[config.mk]
export PLATFORM = sky130hd
export DESIGN_NAME = qe_top
export DESIGN_NICKNAME = d
export VERILOG_FILES = /design/src/hw/qe_pkg.sv /design/src/hw/qe_decoder.sv /design/src/hw/qe_top.sv /design/src/hw/qe_velocity.sv
export SDC_FILE = /design/constraint.sdc
export NUM_CORES = 1
export LEC_CHECK = 0
export BUFFER_PORTS_ARGS = -buffer_cell sky130_fd_sc_hd__buf_2
export CAP_MARGIN = 20
export CORE_MARGIN = 1
export CORE_UTILIZATION = 39
export DETAILED_ROUTE_END_ITERATION = 10
export PLACE_DENSITY_LB_ADDON = 0.15
export SETUP_SLACK_MARGIN = 0.15
export SKIP_LAST_GASP = 1
export SLEW_MARGIN = 25
export SYNTH_ARGS = -nofsm -noshare
export SYNTH_HDL_FRONTEND = slang
export SYNTH_HIERARCHICAL = 1
export SYNTH_SLANG_ARGS = --single-unit
export TNS_END_PERCENT = 50
[constraint.sdc]
create_clock -name clk_i -period 4.5 [get_ports clk_i]
set_clock_uncertainty 0.05 [all_clocks]
set_input_delay 0.9 -clock clk_i [delete_from_list [all_inputs] [get_ports clk_i]]
set_output_delay 0.9 -clock clk_i [all_outputs]
set_load 0.03 [all_outputs]
[src/hw/qe_pkg.sv]
// Package: register map, field layout, types and constants of the quadrature encoder
package qe_pkg;

  // ----------------------------------------------------------------
  // Register word offsets (byte addresses)
  // ----------------------------------------------------------------
  localparam logic [7:0] OFS_CTRL     = 8'h00;  // Enable, mode, swap, capture, index reset, velocity enable
  localparam logic [7:0] OFS_STATUS   = 8'h04;  // Direction and error
  localparam logic [7:0] OFS_POS      = 8'h08;  // Position counter
  localparam logic [7:0] OFS_MAXPOS   = 8'h0C;  // Maximum position
  localparam logic [7:0] OFS_LOAD     = 8'h10;  // Velocity period in clocks
  localparam logic [7:0] OFS_TIME     = 8'h14;  // Velocity timer
  localparam logic [7:0] OFS_COUNT    = 8'h18;  // Running pulse count
  localparam logic [7:0] OFS_SPEED    = 8'h1C;  // Saved pulse count
  localparam logic [7:0] OFS_INTEN    = 8'h20;  // Interrupt mask
  localparam logic [7:0] OFS_RIS      = 8'h24;  // Raw interrupt status
  localparam logic [7:0] OFS_ISC      = 8'h28;  // Masked status, write one to clear

  // ----------------------------------------------------------------
  // Control field positions
  // ----------------------------------------------------------------
  localparam int CTRL_EN      = 0;  // Unit enable
  localparam int CTRL_SWAP    = 1;  // Swap channels
  localparam int CTRL_CLKDIR  = 2;  // Clock/direction mode
  localparam int CTRL_CAP_AB  = 3;  // Count both channels
  localparam int CTRL_RST_IDX = 4;  // Reset on marker
  localparam int CTRL_VEL_EN  = 5;  // Velocity capture enable
  localparam int CTRL_DIV_LO  = 6;  // Predivider exponent, 3 bits
  localparam int CTRL_W       = 9;  // Control width

  // Interrupt bits
  localparam int IRQ_MARKER = 0;  // Marker pulse
  localparam int IRQ_PERIOD = 1;  // Velocity period end
  localparam int IRQ_DIR    = 2;  // Direction change
  localparam int IRQ_ERROR  = 3;  // Phase error
  localparam int IRQ_W      = 4;  // Number of sources

  // Reset values
  localparam logic [31:0] MAXPOS_RST = 32'hFFFF_FFFF;  // Full range
  localparam logic [31:0] LOAD_RST   = 32'h0000_0001;  // Non-zero period
  localparam logic [2:0]  DIV_MAX    = 3'h7;            // Divide by 128

  // Decoder outputs travelling together
  typedef struct packed {
    logic step;     // One counted edge
    logic reverse;  // Step direction, 1 = reverse
    logic error;    // Both channels changed at once
    logic marker;   // Marker rising edge
  } step_t;

  // Configuration travelling together
  typedef struct packed {
    logic swap;     // Exchange channels
    logic clkdir;   // Clock/direction mode
    logic cap_ab;   // Count both channels
  } dec_cfg_t;

endpackage

[src/hw/qe_decoder.sv]
// Quadrature and clock/direction decoder producing step events
`timescale 1ns/1ns
module qe_decoder (
  // Clock and reset
  input  wire logic             clk_i,
  input  wire logic             rst_i,
  input  wire logic             ce_i,
  // Configuration and enable
  input  wire qe_pkg::dec_cfg_t cfg_i,
  input  wire logic             run_i,
  // Encoder pins
  input  wire logic             phase_a_input_i,
  input  wire logic             phase_b_input_i,
  input  wire logic             marker_i,
  // Decoded events
  output qe_pkg::step_t         ev_o
);

  // ----------------------------------------------------------------
  // Channel selection and history
  // ----------------------------------------------------------------
  logic a_now;   // Channel A after swap
  logic b_now;   // Channel B after swap
  logic a_old;   // Previous A
  logic b_old;   // Previous B
  logic m_old;   // Previous marker
  qe_pkg::step_t next_ev;  // Event for this cycle

  // Swap before any decoding
  assign a_now = cfg_i.swap ? phase_b_input_i : phase_a_input_i;
  assign b_now = cfg_i.swap ? phase_a_input_i : phase_b_input_i;

  // History follows pins even when idle, so enabling gives no false edge
  always_ff @(posedge clk_i) begin
    if (rst_i) begin
      a_old <= 1'b0;
      b_old <= 1'b0;
      m_old <= 1'b0;
    end else if (ce_i) begin
      a_old <= a_now;
      b_old <= b_now;
      m_old <= marker_i;
    end
  end

  // ----------------------------------------------------------------
  // Edge decode
  // ----------------------------------------------------------------
  always_comb begin
    next_ev = '0;
    if (cfg_i.clkdir) begin
      // Rising step clock advances in the direction level
      next_ev.step    = a_now & ~a_old;
      next_ev.reverse = b_now;
    end else begin
      // Both channels moving together is illegal
      next_ev.error = (a_now ^ a_old) & (b_now ^ b_old);
      if (!next_ev.error) begin
        if (a_now ^ a_old) begin
          // A edge: forward when A leads B
          next_ev.step    = 1'b1;
          next_ev.reverse = ~(a_now ^ b_now);
        end else if ((b_now ^ b_old) && cfg_i.cap_ab) begin
          // B edge counted only when both channels selected
          next_ev.step    = 1'b1;
          next_ev.reverse = a_now ^ b_now;
        end
      end
    end
    next_ev.marker = marker_i & ~m_old;
  end

  // Registered events; gated by enable so idle pins are ignored
  always_ff @(posedge clk_i) begin
    if (rst_i) begin
      ev_o <= '0;
    end else if (ce_i) begin
      ev_o <= run_i ? next_ev : '0;
    end
  end

endmodule // qe_decoder

[src/hw/qe_top.sv]
// Quadrature encoder position and velocity unit with Wishbone registers
//
// The address map and the Wishbone register port were decided locally.
`timescale 1ns/1ns
module qe_top (
  // Clock, reset, enable
  input  wire logic        clk_i,
  input  wire logic        rst_i,
  input  wire logic        ce_i,
  // Wishbone slave
  input  wire logic        cyc_i,
  input  wire logic        stb_i,
  input  wire logic        we_i,
  input  wire logic [7:0]  adr_i,
  input  wire logic [3:0]  sel_i,
  input  wire logic [31:0] dat_i,
  output logic      [31:0] dat_o,
  output logic             ack_o,
  // Encoder pins
  input  wire logic        phase_a_input_i,
  input  wire logic        phase_b_input_i,
  input  wire logic        marker_i,
  // Interrupt
  output logic             irq_o
);

  // ----------------------------------------------------------------
  // Registers
  // ----------------------------------------------------------------
  logic [qe_pkg::CTRL_W-1:0] ctrl;     // Control word
  logic [31:0]               position; // Position counter
  logic [31:0]               maxpos;   // Maximum position
  logic [31:0]               period;   // Velocity period
  logic [qe_pkg::IRQ_W-1:0]  mask;     // Interrupt mask
  logic [qe_pkg::IRQ_W-1:0]  raw;      // Sticky flags
  logic                      reverse;  // Direction status, 1 = reverse
  logic                      error;    // Sticky error indicator
  logic [31:0]               timer;    // Velocity timer
  logic [31:0]               count;    // Running count
  logic [31:0]               speed;    // Saved count
  logic                      expire;   // Period end pulse

  // Decoded control
  logic                      run;      // Unit enabled
  logic                      vel_run;  // Velocity enabled and unit enabled
  qe_pkg::dec_cfg_t          dcfg;     // Decoder configuration
  qe_pkg::step_t             ev;       // Decoder events

  // Bus decode
  logic                      acc;      // Bus access this cycle
  logic                      wr;       // Write strobe
  logic [31:0]               wmask;    // Byte-lane mask
  logic [qe_pkg::IRQ_W-1:0]  events;   // Event set vector
  logic [qe_pkg::IRQ_W-1:0]  clr;      // Clear vector
  logic [31:0]               next_dat; // Read mux

  assign run          = ctrl[qe_pkg::CTRL_EN];
  assign vel_run      = run && ctrl[qe_pkg::CTRL_VEL_EN];
  assign dcfg.swap    = ctrl[qe_pkg::CTRL_SWAP];
  assign dcfg.clkdir  = ctrl[qe_pkg::CTRL_CLKDIR];
  assign dcfg.cap_ab  = ctrl[qe_pkg::CTRL_CAP_AB];

  // Merge a write into an old value by byte lanes
  function automatic logic [31:0] merge(input logic [31:0] old, input logic [31:0] wd, input logic [3:0] sel);
    logic [31:0] m;
    m = {{8{sel[3]}}, {8{sel[2]}}, {8{sel[1]}}, {8{sel[0]}}};
    return (old & ~m) | (wd & m);
  endfunction

  // Address match for a write
  function automatic logic hit(input logic [7:0] a, input logic [7:0] ofs);
    return a == ofs;
  endfunction

  // ----------------------------------------------------------------
  // Submodules
  // ----------------------------------------------------------------
  qe_decoder u_dec (
    .clk_i           (clk_i),
    .rst_i           (rst_i),
    .ce_i            (ce_i),
    .cfg_i           (dcfg),
    .run_i           (run),
    .phase_a_input_i (phase_a_input_i),
    .phase_b_input_i (phase_b_input_i),
    .marker_i        (marker_i),
    .ev_o            (ev)
  );

  qe_velocity #(.W(32)) u_vel (
    .clk_i    (clk_i),
    .rst_i    (rst_i),
    .ce_i     (ce_i),
    .run_i    (vel_run),
    .div_i    (ctrl[qe_pkg::CTRL_DIV_LO +: 3]),
    .period_i (period),
    .step_i   (ev.step),
    .timer_o  (timer),
    .count_o  (count),
    .speed_o  (speed),
    .expire_o (expire)
  );

  // ----------------------------------------------------------------
  // Bus handshake
  // ----------------------------------------------------------------
  // One wait state: ack one cycle after strobe, dropped the cycle after
  assign acc   = cyc_i && stb_i && !ack_o;
  assign wr    = acc && we_i && ce_i;
  assign wmask = merge(32'h0000_0000, 32'hFFFF_FFFF, sel_i);

  // Acknowledge every address, mapped or not
  always_ff @(posedge clk_i) begin
    if (rst_i) begin
      ack_o <= 1'b0;
    end else if (ce_i) begin
      ack_o <= acc;
    end
  end

  // ----------------------------------------------------------------
  // Configuration registers
  // ----------------------------------------------------------------
  // Software programs these before setting enable
  always_ff @(posedge clk_i) begin
    if (rst_i) begin
      ctrl   <= '0;
      maxpos <= qe_pkg::MAXPOS_RST;
      period <= qe_pkg::LOAD_RST;
      mask   <= '0;
    end else if (wr) begin
      if (hit(adr_i, qe_pkg::OFS_CTRL))   ctrl   <= qe_pkg::CTRL_W'(merge(32'(ctrl), dat_i, sel_i));
      if (hit(adr_i, qe_pkg::OFS_MAXPOS)) maxpos <= merge(maxpos, dat_i, sel_i);
      if (hit(adr_i, qe_pkg::OFS_LOAD))   period <= merge(period, dat_i, sel_i);
      if (hit(adr_i, qe_pkg::OFS_INTEN))  mask   <= qe_pkg::IRQ_W'(merge(32'(mask), dat_i, sel_i));
    end
  end

  // ----------------------------------------------------------------
  // Position counter
  // ----------------------------------------------------------------
  // Software write wins; then marker reset; then stepping
  always_ff @(posedge clk_i) begin
    if (rst_i) begin
      position <= '0;
    end else if (ce_i) begin
      if (wr && hit(adr_i, qe_pkg::OFS_POS)) begin
        position <= merge(position, dat_i, sel_i);
      end else if (run && ev.marker && ctrl[qe_pkg::CTRL_RST_IDX]) begin
        position <= reverse ? maxpos : '0;
      end else if (ev.step) begin
        if (ev.reverse) begin
          position <= (position == '0) ? maxpos : position - 32'h0000_0001;
        end else begin
          position <= (position >= maxpos) ? '0 : position + 32'h0000_0001;
        end
      end
    end
  end

  // ----------------------------------------------------------------
  // Direction and error status
  // ----------------------------------------------------------------
  // Direction holds after motion stops
  always_ff @(posedge clk_i) begin
    if (rst_i) begin
      reverse <= 1'b0;
    end else if (ce_i && ev.step) begin
      reverse <= ev.reverse;
    end
  end

  // Error is sticky; cleared with its interrupt flag, set wins
  always_ff @(posedge clk_i) begin
    if (rst_i) begin
      error <= 1'b0;
    end else if (ce_i) begin
      if (ev.error) error <= 1'b1;
      else if (clr[qe_pkg::IRQ_ERROR]) error <= 1'b0;
    end
  end

  // ----------------------------------------------------------------
  // Interrupt flags
  // ----------------------------------------------------------------
  always_comb begin
    events = '0;
    events[qe_pkg::IRQ_MARKER] = ev.marker;
    events[qe_pkg::IRQ_PERIOD] = expire;
    events[qe_pkg::IRQ_DIR]    = ev.step && (ev.reverse != reverse);
    events[qe_pkg::IRQ_ERROR]  = ev.error;
  end

  // Write one to clear, per source
  assign clr = (wr && hit(adr_i, qe_pkg::OFS_ISC)) ? qe_pkg::IRQ_W'(dat_i & wmask) : '0;

  // Flags stay until cleared; a new event beats a clear in the same cycle
  always_ff @(posedge clk_i) begin
    if (rst_i) begin
      raw <= '0;
    end else if (ce_i) begin
      raw <= (raw & ~clr) | events;
    end
  end

  assign irq_o = |(raw & mask);

  // ----------------------------------------------------------------
  // Read mux
  // ----------------------------------------------------------------
  always_comb begin
    next_dat = 32'h0000_0000;
    unique case (adr_i)
      qe_pkg::OFS_CTRL:   next_dat = 32'(ctrl);
      qe_pkg::OFS_STATUS: next_dat = {30'h0000_0000, error, reverse};
      qe_pkg::OFS_POS:    next_dat = position;
      qe_pkg::OFS_MAXPOS: next_dat = maxpos;
      qe_pkg::OFS_LOAD:   next_dat = period;
      qe_pkg::OFS_TIME:   next_dat = timer;
      qe_pkg::OFS_COUNT:  next_dat = count;
      qe_pkg::OFS_SPEED:  next_dat = speed;
      qe_pkg::OFS_INTEN:  next_dat = 32'(mask);
      qe_pkg::OFS_RIS:    next_dat = 32'(raw);
      qe_pkg::OFS_ISC:    next_dat = 32'(raw & mask);
      default:            next_dat = 32'h0000_0000;
    endcase
  end

  // Read data registered with ack
  always_ff @(posedge clk_i) begin
    if (rst_i) begin
      dat_o <= '0;
    end else if (ce_i && acc) begin
      dat_o <= next_dat;
    end
  end

endmodule // qe_top

[src/hw/qe_velocity.sv]
// Velocity unit: predivider, period timer and pulse accumulator
`timescale 1ns/1ns
module qe_velocity #(
  parameter int W = 32  // Counter width
) (
  // Clock and reset
  input  wire logic         clk_i,
  input  wire logic         rst_i,
  input  wire logic         ce_i,
  // Control
  input  wire logic         run_i,
  input  wire logic [2:0]   div_i,
  input  wire logic [W-1:0] period_i,
  input  wire logic         step_i,
  // Results
  output logic [W-1:0]      timer_o,
  output logic [W-1:0]      count_o,
  output logic [W-1:0]      speed_o,
  output logic              expire_o
);

  // Narrower counters cannot hold a full prescaled period
  if (W < 8) begin : g_bad_width
    $error("qe_velocity: width too small");
  end

  // ----------------------------------------------------------------
  // Predivider
  // ----------------------------------------------------------------
  logic [6:0] pre;       // Step prescale counter
  logic [6:0] pre_top;   // Last prescale value
  logic       div_step;  // Divided pulse
  logic       last;      // Timer at end of period

  assign pre_top  = 7'((8'h01 << div_i) - 8'h01);
  assign div_step = step_i && (pre == pre_top);
  assign last     = (timer_o == '0);

  // Prescaler counts position steps only; a low enable freezes even the idle clear
  always_ff @(posedge clk_i) begin
    if (rst_i || (ce_i && !run_i)) begin
      pre <= '0;
    end else if (ce_i && step_i) begin
      pre <= div_step ? 7'h00 : 7'(pre + 7'h01);
    end
  end

  // ----------------------------------------------------------------
  // Timer and accumulator
  // ----------------------------------------------------------------
  // Timer counts down period_i clocks; a zero period acts as one
  always_ff @(posedge clk_i) begin
    if (rst_i || (ce_i && !run_i)) begin
      timer_o  <= '0;
      count_o  <= '0;
      expire_o <= 1'b0;
    end else if (ce_i) begin
      expire_o <= last;
      if (last) begin
        timer_o <= (period_i == '0) ? '0 : W'(period_i - 1'b1);
        count_o <= W'(div_step);
      end else begin
        timer_o <= W'(timer_o - 1'b1);
        count_o <= W'(count_o + W'(div_step));
      end
    end
  end

  // Saved count for readback
  always_ff @(posedge clk_i) begin
    if (rst_i) begin
      speed_o <= '0;
    end else if (ce_i && run_i && last) begin
      speed_o <= count_o;
    end
  end

endmodule // qe_velocity

==> flow_metrics.py, run 1 <==
metrics = {
    "place": {
        "gp_congestion": 0.940,
        "place_area_mm2": 0.0167,
        "dp_hpwl_mm": 43.2,
        "port_buffers": 86,
        "dp.cells": 2568,
    },
    "global_route": {
        "grt_pass1_wl_mm": 91.9,
        "grt_antenna_before_repair": 1,
        "grt_max_degree": 82,
        "grt_use_total": 0.287,
        "grt.overflow.total": 0,
        "grt_pass1_vias": 14900,
    },
    "yosys": {
        "yosysWarnings": 6,
        "syn_avg_cell_area_um2": 7.69,
        "synth_nets": 2161,
        "ys.flop_type": "dfxtp_1",
        "synth_seq_cells": 259,
        "synth_cell_type_count": 92,
        "synth_cells": 2065,
        "ys_seq_area_frac": 0.327,
        "synth_edf_count": 0,
        "synthArstFlopShare": 0,
        "synth_area_mm2": 0.0159,
    },
    "layout": {
        "fin_area_mm2": 0.0179,
        "drive_above_1_share": 0.122,
        "fin_util": 0.448,
        "final_nets": 2172,
        "area.growth.synth_to_final_pct": 12.6,
        "fin_cells": 2627,
        "final.fill_count": 3981,
    },
    "sta": {
        "period_share": 0.899,
        "tightest_slew_ns": 1.04,
        "max_slew_margin": 0.301,
        "finalSetupTns_ns": 0,
        "finalHoldViolations": 0,
        "rsz0062_at_grt": "no",
        "period_minus_slack_ns": 4.04,
        "max_freq_mhz": 247,
        "setup_viol": 0,
        "maxSlewViolCount": 0,
    },
    "route": {
        "firstDrtPassIters": 6,
        "drc_errors": 0,
        "detail_route.wl_per_cell_um": 23.0,
        "antenna_left": 0,
        "initialDrtViolationCount": 1842,
        "wl_mm": 60.5,
        "viasPerCell": 6.22,
        "num_vias": 16300,
    },
    "cts": {
        "clkLatencyLatePin_ns": 0.60,
        "cts_setup_buffers": 0,
        "clk_path_buf_depth": 3,
        "path_clk_slew_ns": 0.06,
        "clock_sinks": 259,
        "cts_tree": "done",
        "cts_buffers": 31,
        "cts-root-buf": "clkbuf_16",
        "htreeDepth": 1,
        "cts_hold_buf": 0,
    },
    "floorplan": {
        "die_area_mm2": 0.0415,
        "die_w_um": 204,
        "fp.coreArea_mm2": 0.0399,
        "row_count": 73,
        "die_y_um": 204,
        "ios": 87,
        "initial_core_util": 0.398,
    },
    "critical_path": {
        "critPathLaunchType": "flip-flop",
        "path_buf_inv": 0,
        "critPathCaptureType": "flip-flop",
        "reg2reg_to": "u_vel/count_o[19]",
        "cp_top_family": "simple AND/OR/NAND/NOR gates",
        "timing_worst_setup_path_type": "reg2reg",
        "rrSetupSlack_ns": 0.46,
        "cp.required_ns": 4.93,
        "worstPathMaxFanout": 12,
        "r2r_cells": 13,
        "cpPeakStageDelay_ns": 0.62,
        "path_cells": "or3_1 -> ha_1 -> or4b_2 -> nand3_1 -> xor2_1 -> nor4_2 -> ha_1 -> and3_1 -> nand4_1 -> nor3_2 -> nand3_1 -> xor2_1 -> nor2_1",
        "critPathSlowestCell": "or4b_2",
        "critPathArrivalTime_ns": 4.47,
    },
    "power_and_ir_drop": {
        "fin_total_pwr_mw": 5.65,
        "ir_drop_mv": 0.327,
        "p_leak_nw": 6.48,
        "power_density_mw_per_mm2": 316,
    },
    "hold_path": {
        "min_to": "dat_o[3]",
        "holdCritStartpoint": "dat_o[3]",
        "min_path_cells": 2,
        "hold_class": "reg2reg",
    },
    "run": {
        "cap_violations": 0,
    },
    "outcome": {
        "status": "completed",
    },
}
==> cells in the mapped netlist (all sizes together), types with 10 or more instances <==
cell / count / share of area
xnor2: 54 / 0.030
nor4: 34 / 0.014
nor3: 69 / 0.022
o21ai: 59 / 0.019
a22oi: 88 / 0.042
a221oi: 13 / 0.0072
o221ai: 15 / 0.0091
a211oi: 12 / 0.0060
nor2: 187 / 0.044
nand3b: 10 / 0.0047
or4: 22 / 0.012
nand2: 267 / 0.063
dfxtp: 259 / 0.33
buf: 31 / 0.013
mux2i: 21 / 0.013
a21oi: 173 / 0.055
and3: 20 / 0.0079
o221a: 11 / 0.0078
ha: 43 / 0.034
or3: 17 / 0.0068
inv: 52 / 0.012
nand3: 115 / 0.036
o211ai: 48 / 0.023
o22ai: 13 / 0.0051
xor2: 71 / 0.039
and2: 16 / 0.0063
nand2b: 11 / 0.0043
clkbuf: 124 / 0.029
a31oi: 40 / 0.016
nand4: 36 / 0.014
==> power breakdown <==
part	internal, mW	switching [mW]
Clock	1.69	1.12
Combinational	0.160	0.341
Sequential	2.31	0.0321
==> placed cells by master (no fill, tap or decap), drive strengths merged, types with 7 or more instances in the layout <==
cell type  instances
or3               17
inv               54
dfxtp            259
buf              133
o21ai             59
o221a             11
a2111oi            7
o22ai             13
a21oi            173
o221ai            15
mux2i             21
xor2              71
nand3b            10
a211oi            12
nand4b             9
a31oi             40
and2              16
nor2             187
nand2b            11
nand3            115
and4               9
xnor2             54
nor3              69
nand4             36
nand2            267
a31o               7
nor4              34
a22oi             88
ha                43
a222oi             7
clkbuf            40
or4               22
o211ai            48
a22o               8
clkinv             7
and3              20
a221oi            13
==> worst register-to-register path: stages, from the launching register on <==
cell and delay [ns]:
dfxtp_1 0.42, or3_1 0.41, ha_1 0.25, or4b_2 0.62, nand3_1 0.12, xor2_1 0.08
nor4_2 0.24, ha_1 0.21, and3_1 0.35, nand4_1 0.41, nor3_2 0.40, nand3_1 0.14
xor2_1 0.16, nor2_1 0.05
==> metal layers <==
layer	track usage	routed length (um)
met1	0.401	26800
met2	0.429	25900
met3	0.0399	4880
met4	0.143	3040
met5	0	0
==> through the flow <==
stage	worst slack (ns)	hold WS, ns
global route	0.268	0.412
finish	0.457	0.402
CTS	0.295	0.403
floorplan	0.511	0.381
global placement	0.431	0.388
detailed placement	0.316	0.395
==> layout make-up <==
type                            count  area [um2]  area share
Clock buffer                       40         890      0.0497
Inverter                           53         199      0.0111
Timing Repair Buffer              133         823      0.0460
Clock inverter                     18         254      0.0142
Antenna cell                        1        2.50    0.000140
Sequential cell                   259        5180       0.290
Tap cell                          525         657      0.0367
Multi-Input combinational cell   1598        9870       0.552
==> kinds of logic after synthesis <==
logic type / count (synthesis) / synth area share
buf+inv: 208 / 0.0550
compound gates: 553 / 0.237
xor+xnor: 125 / 0.0690
flops: 259 / 0.327
mux: 23 / 0.0149
simple gates: 854 / 0.263
fa+ha+maj: 43 / 0.0339
==> timing repair <==
item,in CTS,in global routing
gates resized for setup,0,4
endpoints found under the hold margin,0,0
endpoints found under the setup margin,0,12
==> worst max-delay path by stage <==
stage	cells after the start	startpoint	end
floorplan	15	flip-flop	u_vel/count_o[19]
global placement	13	flip-flop	u_vel/count_o[19]
detailed placement	13	flip-flop	u_vel/count_o[19]
CTS	13	flip-flop	u_vel/count_o[19]
global route	13	flip-flop	u_vel/count_o[20]
finish	13	flip-flop	u_vel/count_o[19]
(Power assumes the default switching activity.)
==> run 2, diff against run 1 <==
--- a/config.mk
+++ b/config.mk
@@ -11,6 +11,7 @@
 export CORE_UTILIZATION = 39
 export DETAILED_ROUTE_END_ITERATION = 10
 export PLACE_DENSITY_LB_ADDON = 0.15
+export RECOVER_POWER = 50
 export SETUP_SLACK_MARGIN = 0.15
 export SKIP_LAST_GASP = 1
 export SLEW_MARGIN = 25
==> flow_metrics.py, run 2 (same netlist as run 1, synthesis figures left out) <==
metrics = {
    "outcome": {
        "status": "complete, but fails checks",
        "violations": "max-capacitance violations, max-slew violations",
    },
    "layout": {
        "final_nets": 2172,
        "fin_util": 0.446,
        "fin_area_mm2": 0.0178,
        "multi_input_area_mm2": 0.00987,
        "seqCellArea_mm2": 0.00518,
        "final_common_cell": "nand2_1",
        "final.fill_count": 4008,
        "final_cell_mix": "nand2_1 (267), dfxtp_1 (259), nor2_1 (181)",
        "drive_above_1_share": 0.104,
        "fin_cells": 2627,
        "area.growth.synth_to_final_pct": 12.2,
    },
    "global_route": {
        "grt_pass1_vias": 14900,
        "grt.overflow.total": 0,
        "grt_use_total": 0.287,
        "grt_pass1_wl_mm": 91.9,
        "grt_max_degree": 82,
        "grt_antenna_before_repair": 1,
    },
    "floorplan": {
        "row_count": 73,
        "initial_core_util": 0.398,
        "ios": 87,
        "die_area_mm2": 0.0415,
        "fp.coreArea_mm2": 0.0399,
        "die_w_um": 204,
        "die_y_um": 204,
    },
    "cts": {
        "clkLatencyLatePin_ns": 0.60,
        "cts-root-buf": "clkbuf_16",
        "cts_tree": "done",
        "clock_sinks": 259,
        "cts_setup_buffers": 0,
        "cts_buffers": 31,
        "clk_path_buf_depth": 3,
        "htreeDepth": 1,
        "path_clk_slew_ns": 0.06,
    },
    "critical_path": {
        "cp_top_family": "simple AND/OR/NAND/NOR gates",
        "critPathArrivalTime_ns": 4.43,
        "path_cells": "or3_1 -> ha_1 -> or4b_2 -> nand3_1 -> xor2_1 -> nor4_2 -> ha_1 -> and3_1 -> nand4_1 -> nor3_2 -> nand3_1 -> xor2_1 -> nor2_1",
        "cpPeakStageDelay_ns": 0.62,
        "worstPathMaxFanout": 12,
        "critPathSlowestCell": "or4b_2",
        "critPathLaunchType": "flip-flop",
        "timing_worst_setup_path_type": "reg2reg",
        "path_buf_inv": 0,
        "rrSetupSlack_ns": 0.50,
        "critPathCaptureType": "flip-flop",
        "cp.required_ns": 4.93,
    },
    "power_and_ir_drop": {
        "power_density_mw_per_mm2": 317,
        "fin_total_pwr_mw": 5.65,
        "ir_drop_mv": 0.328,
        "p_leak_nw": 6.31,
    },
    "sta": {
        "max_freq_mhz": 250,
        "period_minus_slack_ns": 4.00,
        "tightest_slew_ns": 2.43,
        "max_slew_margin": -0.618,
        "rsz0062_at_grt": "no",
        "setup_viol": 0,
        "period_share": 0.889,
        "finalHoldViolations": 0,
        "maxSlewViolCount": 152,
        "finalSetupTns_ns": 0,
    },
    "route": {
        "initialDrtViolationCount": 1885,
        "wl_mm": 60.6,
        "drc_errors": 0,
        "antenna_left": 0,
        "num_vias": 16400,
        "viasPerCell": 6.26,
        "detail_route.wl_per_cell_um": 23.1,
        "firstDrtPassIters": 6,
    },
    "place": {
        "gp_congestion": 0.940,
        "dp_hpwl_mm": 43.2,
        "dp.cells": 2568,
        "port_buffers": 86,
        "place_area_mm2": 0.0167,
    },
    "run": {
        "cap_violations": 3,
    },
    "hold_path": {
        "hold_class": "reg2reg",
    },
}
-- run 2: worst paths after layout --
kind                        to  depth (start not counted)               from
max          u_vel/count_o[19]                         13          flip-flop
min          u_vel/speed_o[16]                          2  u_vel/speed_o[16]
max reg2reg  u_vel/count_o[19]                         13          flip-flop
min reg2reg  u_vel/speed_o[16]                          2  u_vel/speed_o[16]
-- run 2: metal layers --
layer | routed length (um) | part of all wire | global-route usage
met3 | 5250 | 0.087 | 0.0399
met2 | 25900 | 0.43 | 0.429
met4 | 2980 | 0.049 | 0.143
met5 | 0 | 0 | 0
met1 | 26400 | 0.44 | 0.401
-- run 2: final cells by class --
cell class,instances,share of cell area
Inverter,53,0.0112
Clock inverter,18,0.0143
Antenna cell,1,0.000140
Clock buffer,40,0.0499
Sequential cell,259,0.291
Tap cell,525,0.0369
Multi-Input combinational cell,1598,0.554
Timing Repair Buffer,133,0.0424
-- run 2: through the flow --
stage	hold WS [ns]	setup slack, ns
CTS	0.403	0.295
global route	0.412	0.268
finish	0.402	0.500
floorplan	0.381	0.511
global placement	0.388	0.431
detailed placement	0.395	0.316
-- run 2: tightest hold or removal path, delay by kind of cell (launching register included) --
family / cells / cell delay, ns
flops: 1 / 0.31
simple gates: 1 / 0.05
compound gates: 1 / 0.05
-- run 2: power by group --
part	leakage [nW]	switching [mW]	internal, mW
combinational	3.67	0.340	0.158
sequential	2.09	0.0322	2.31
clock	0.550	1.12	1.69
-- run 2: what timing repair did --
action / in CTS / in global routing
hold buffers: 0 / 0
endpoints found under the setup margin: 0 / 12
resized for setup: 0 / 4
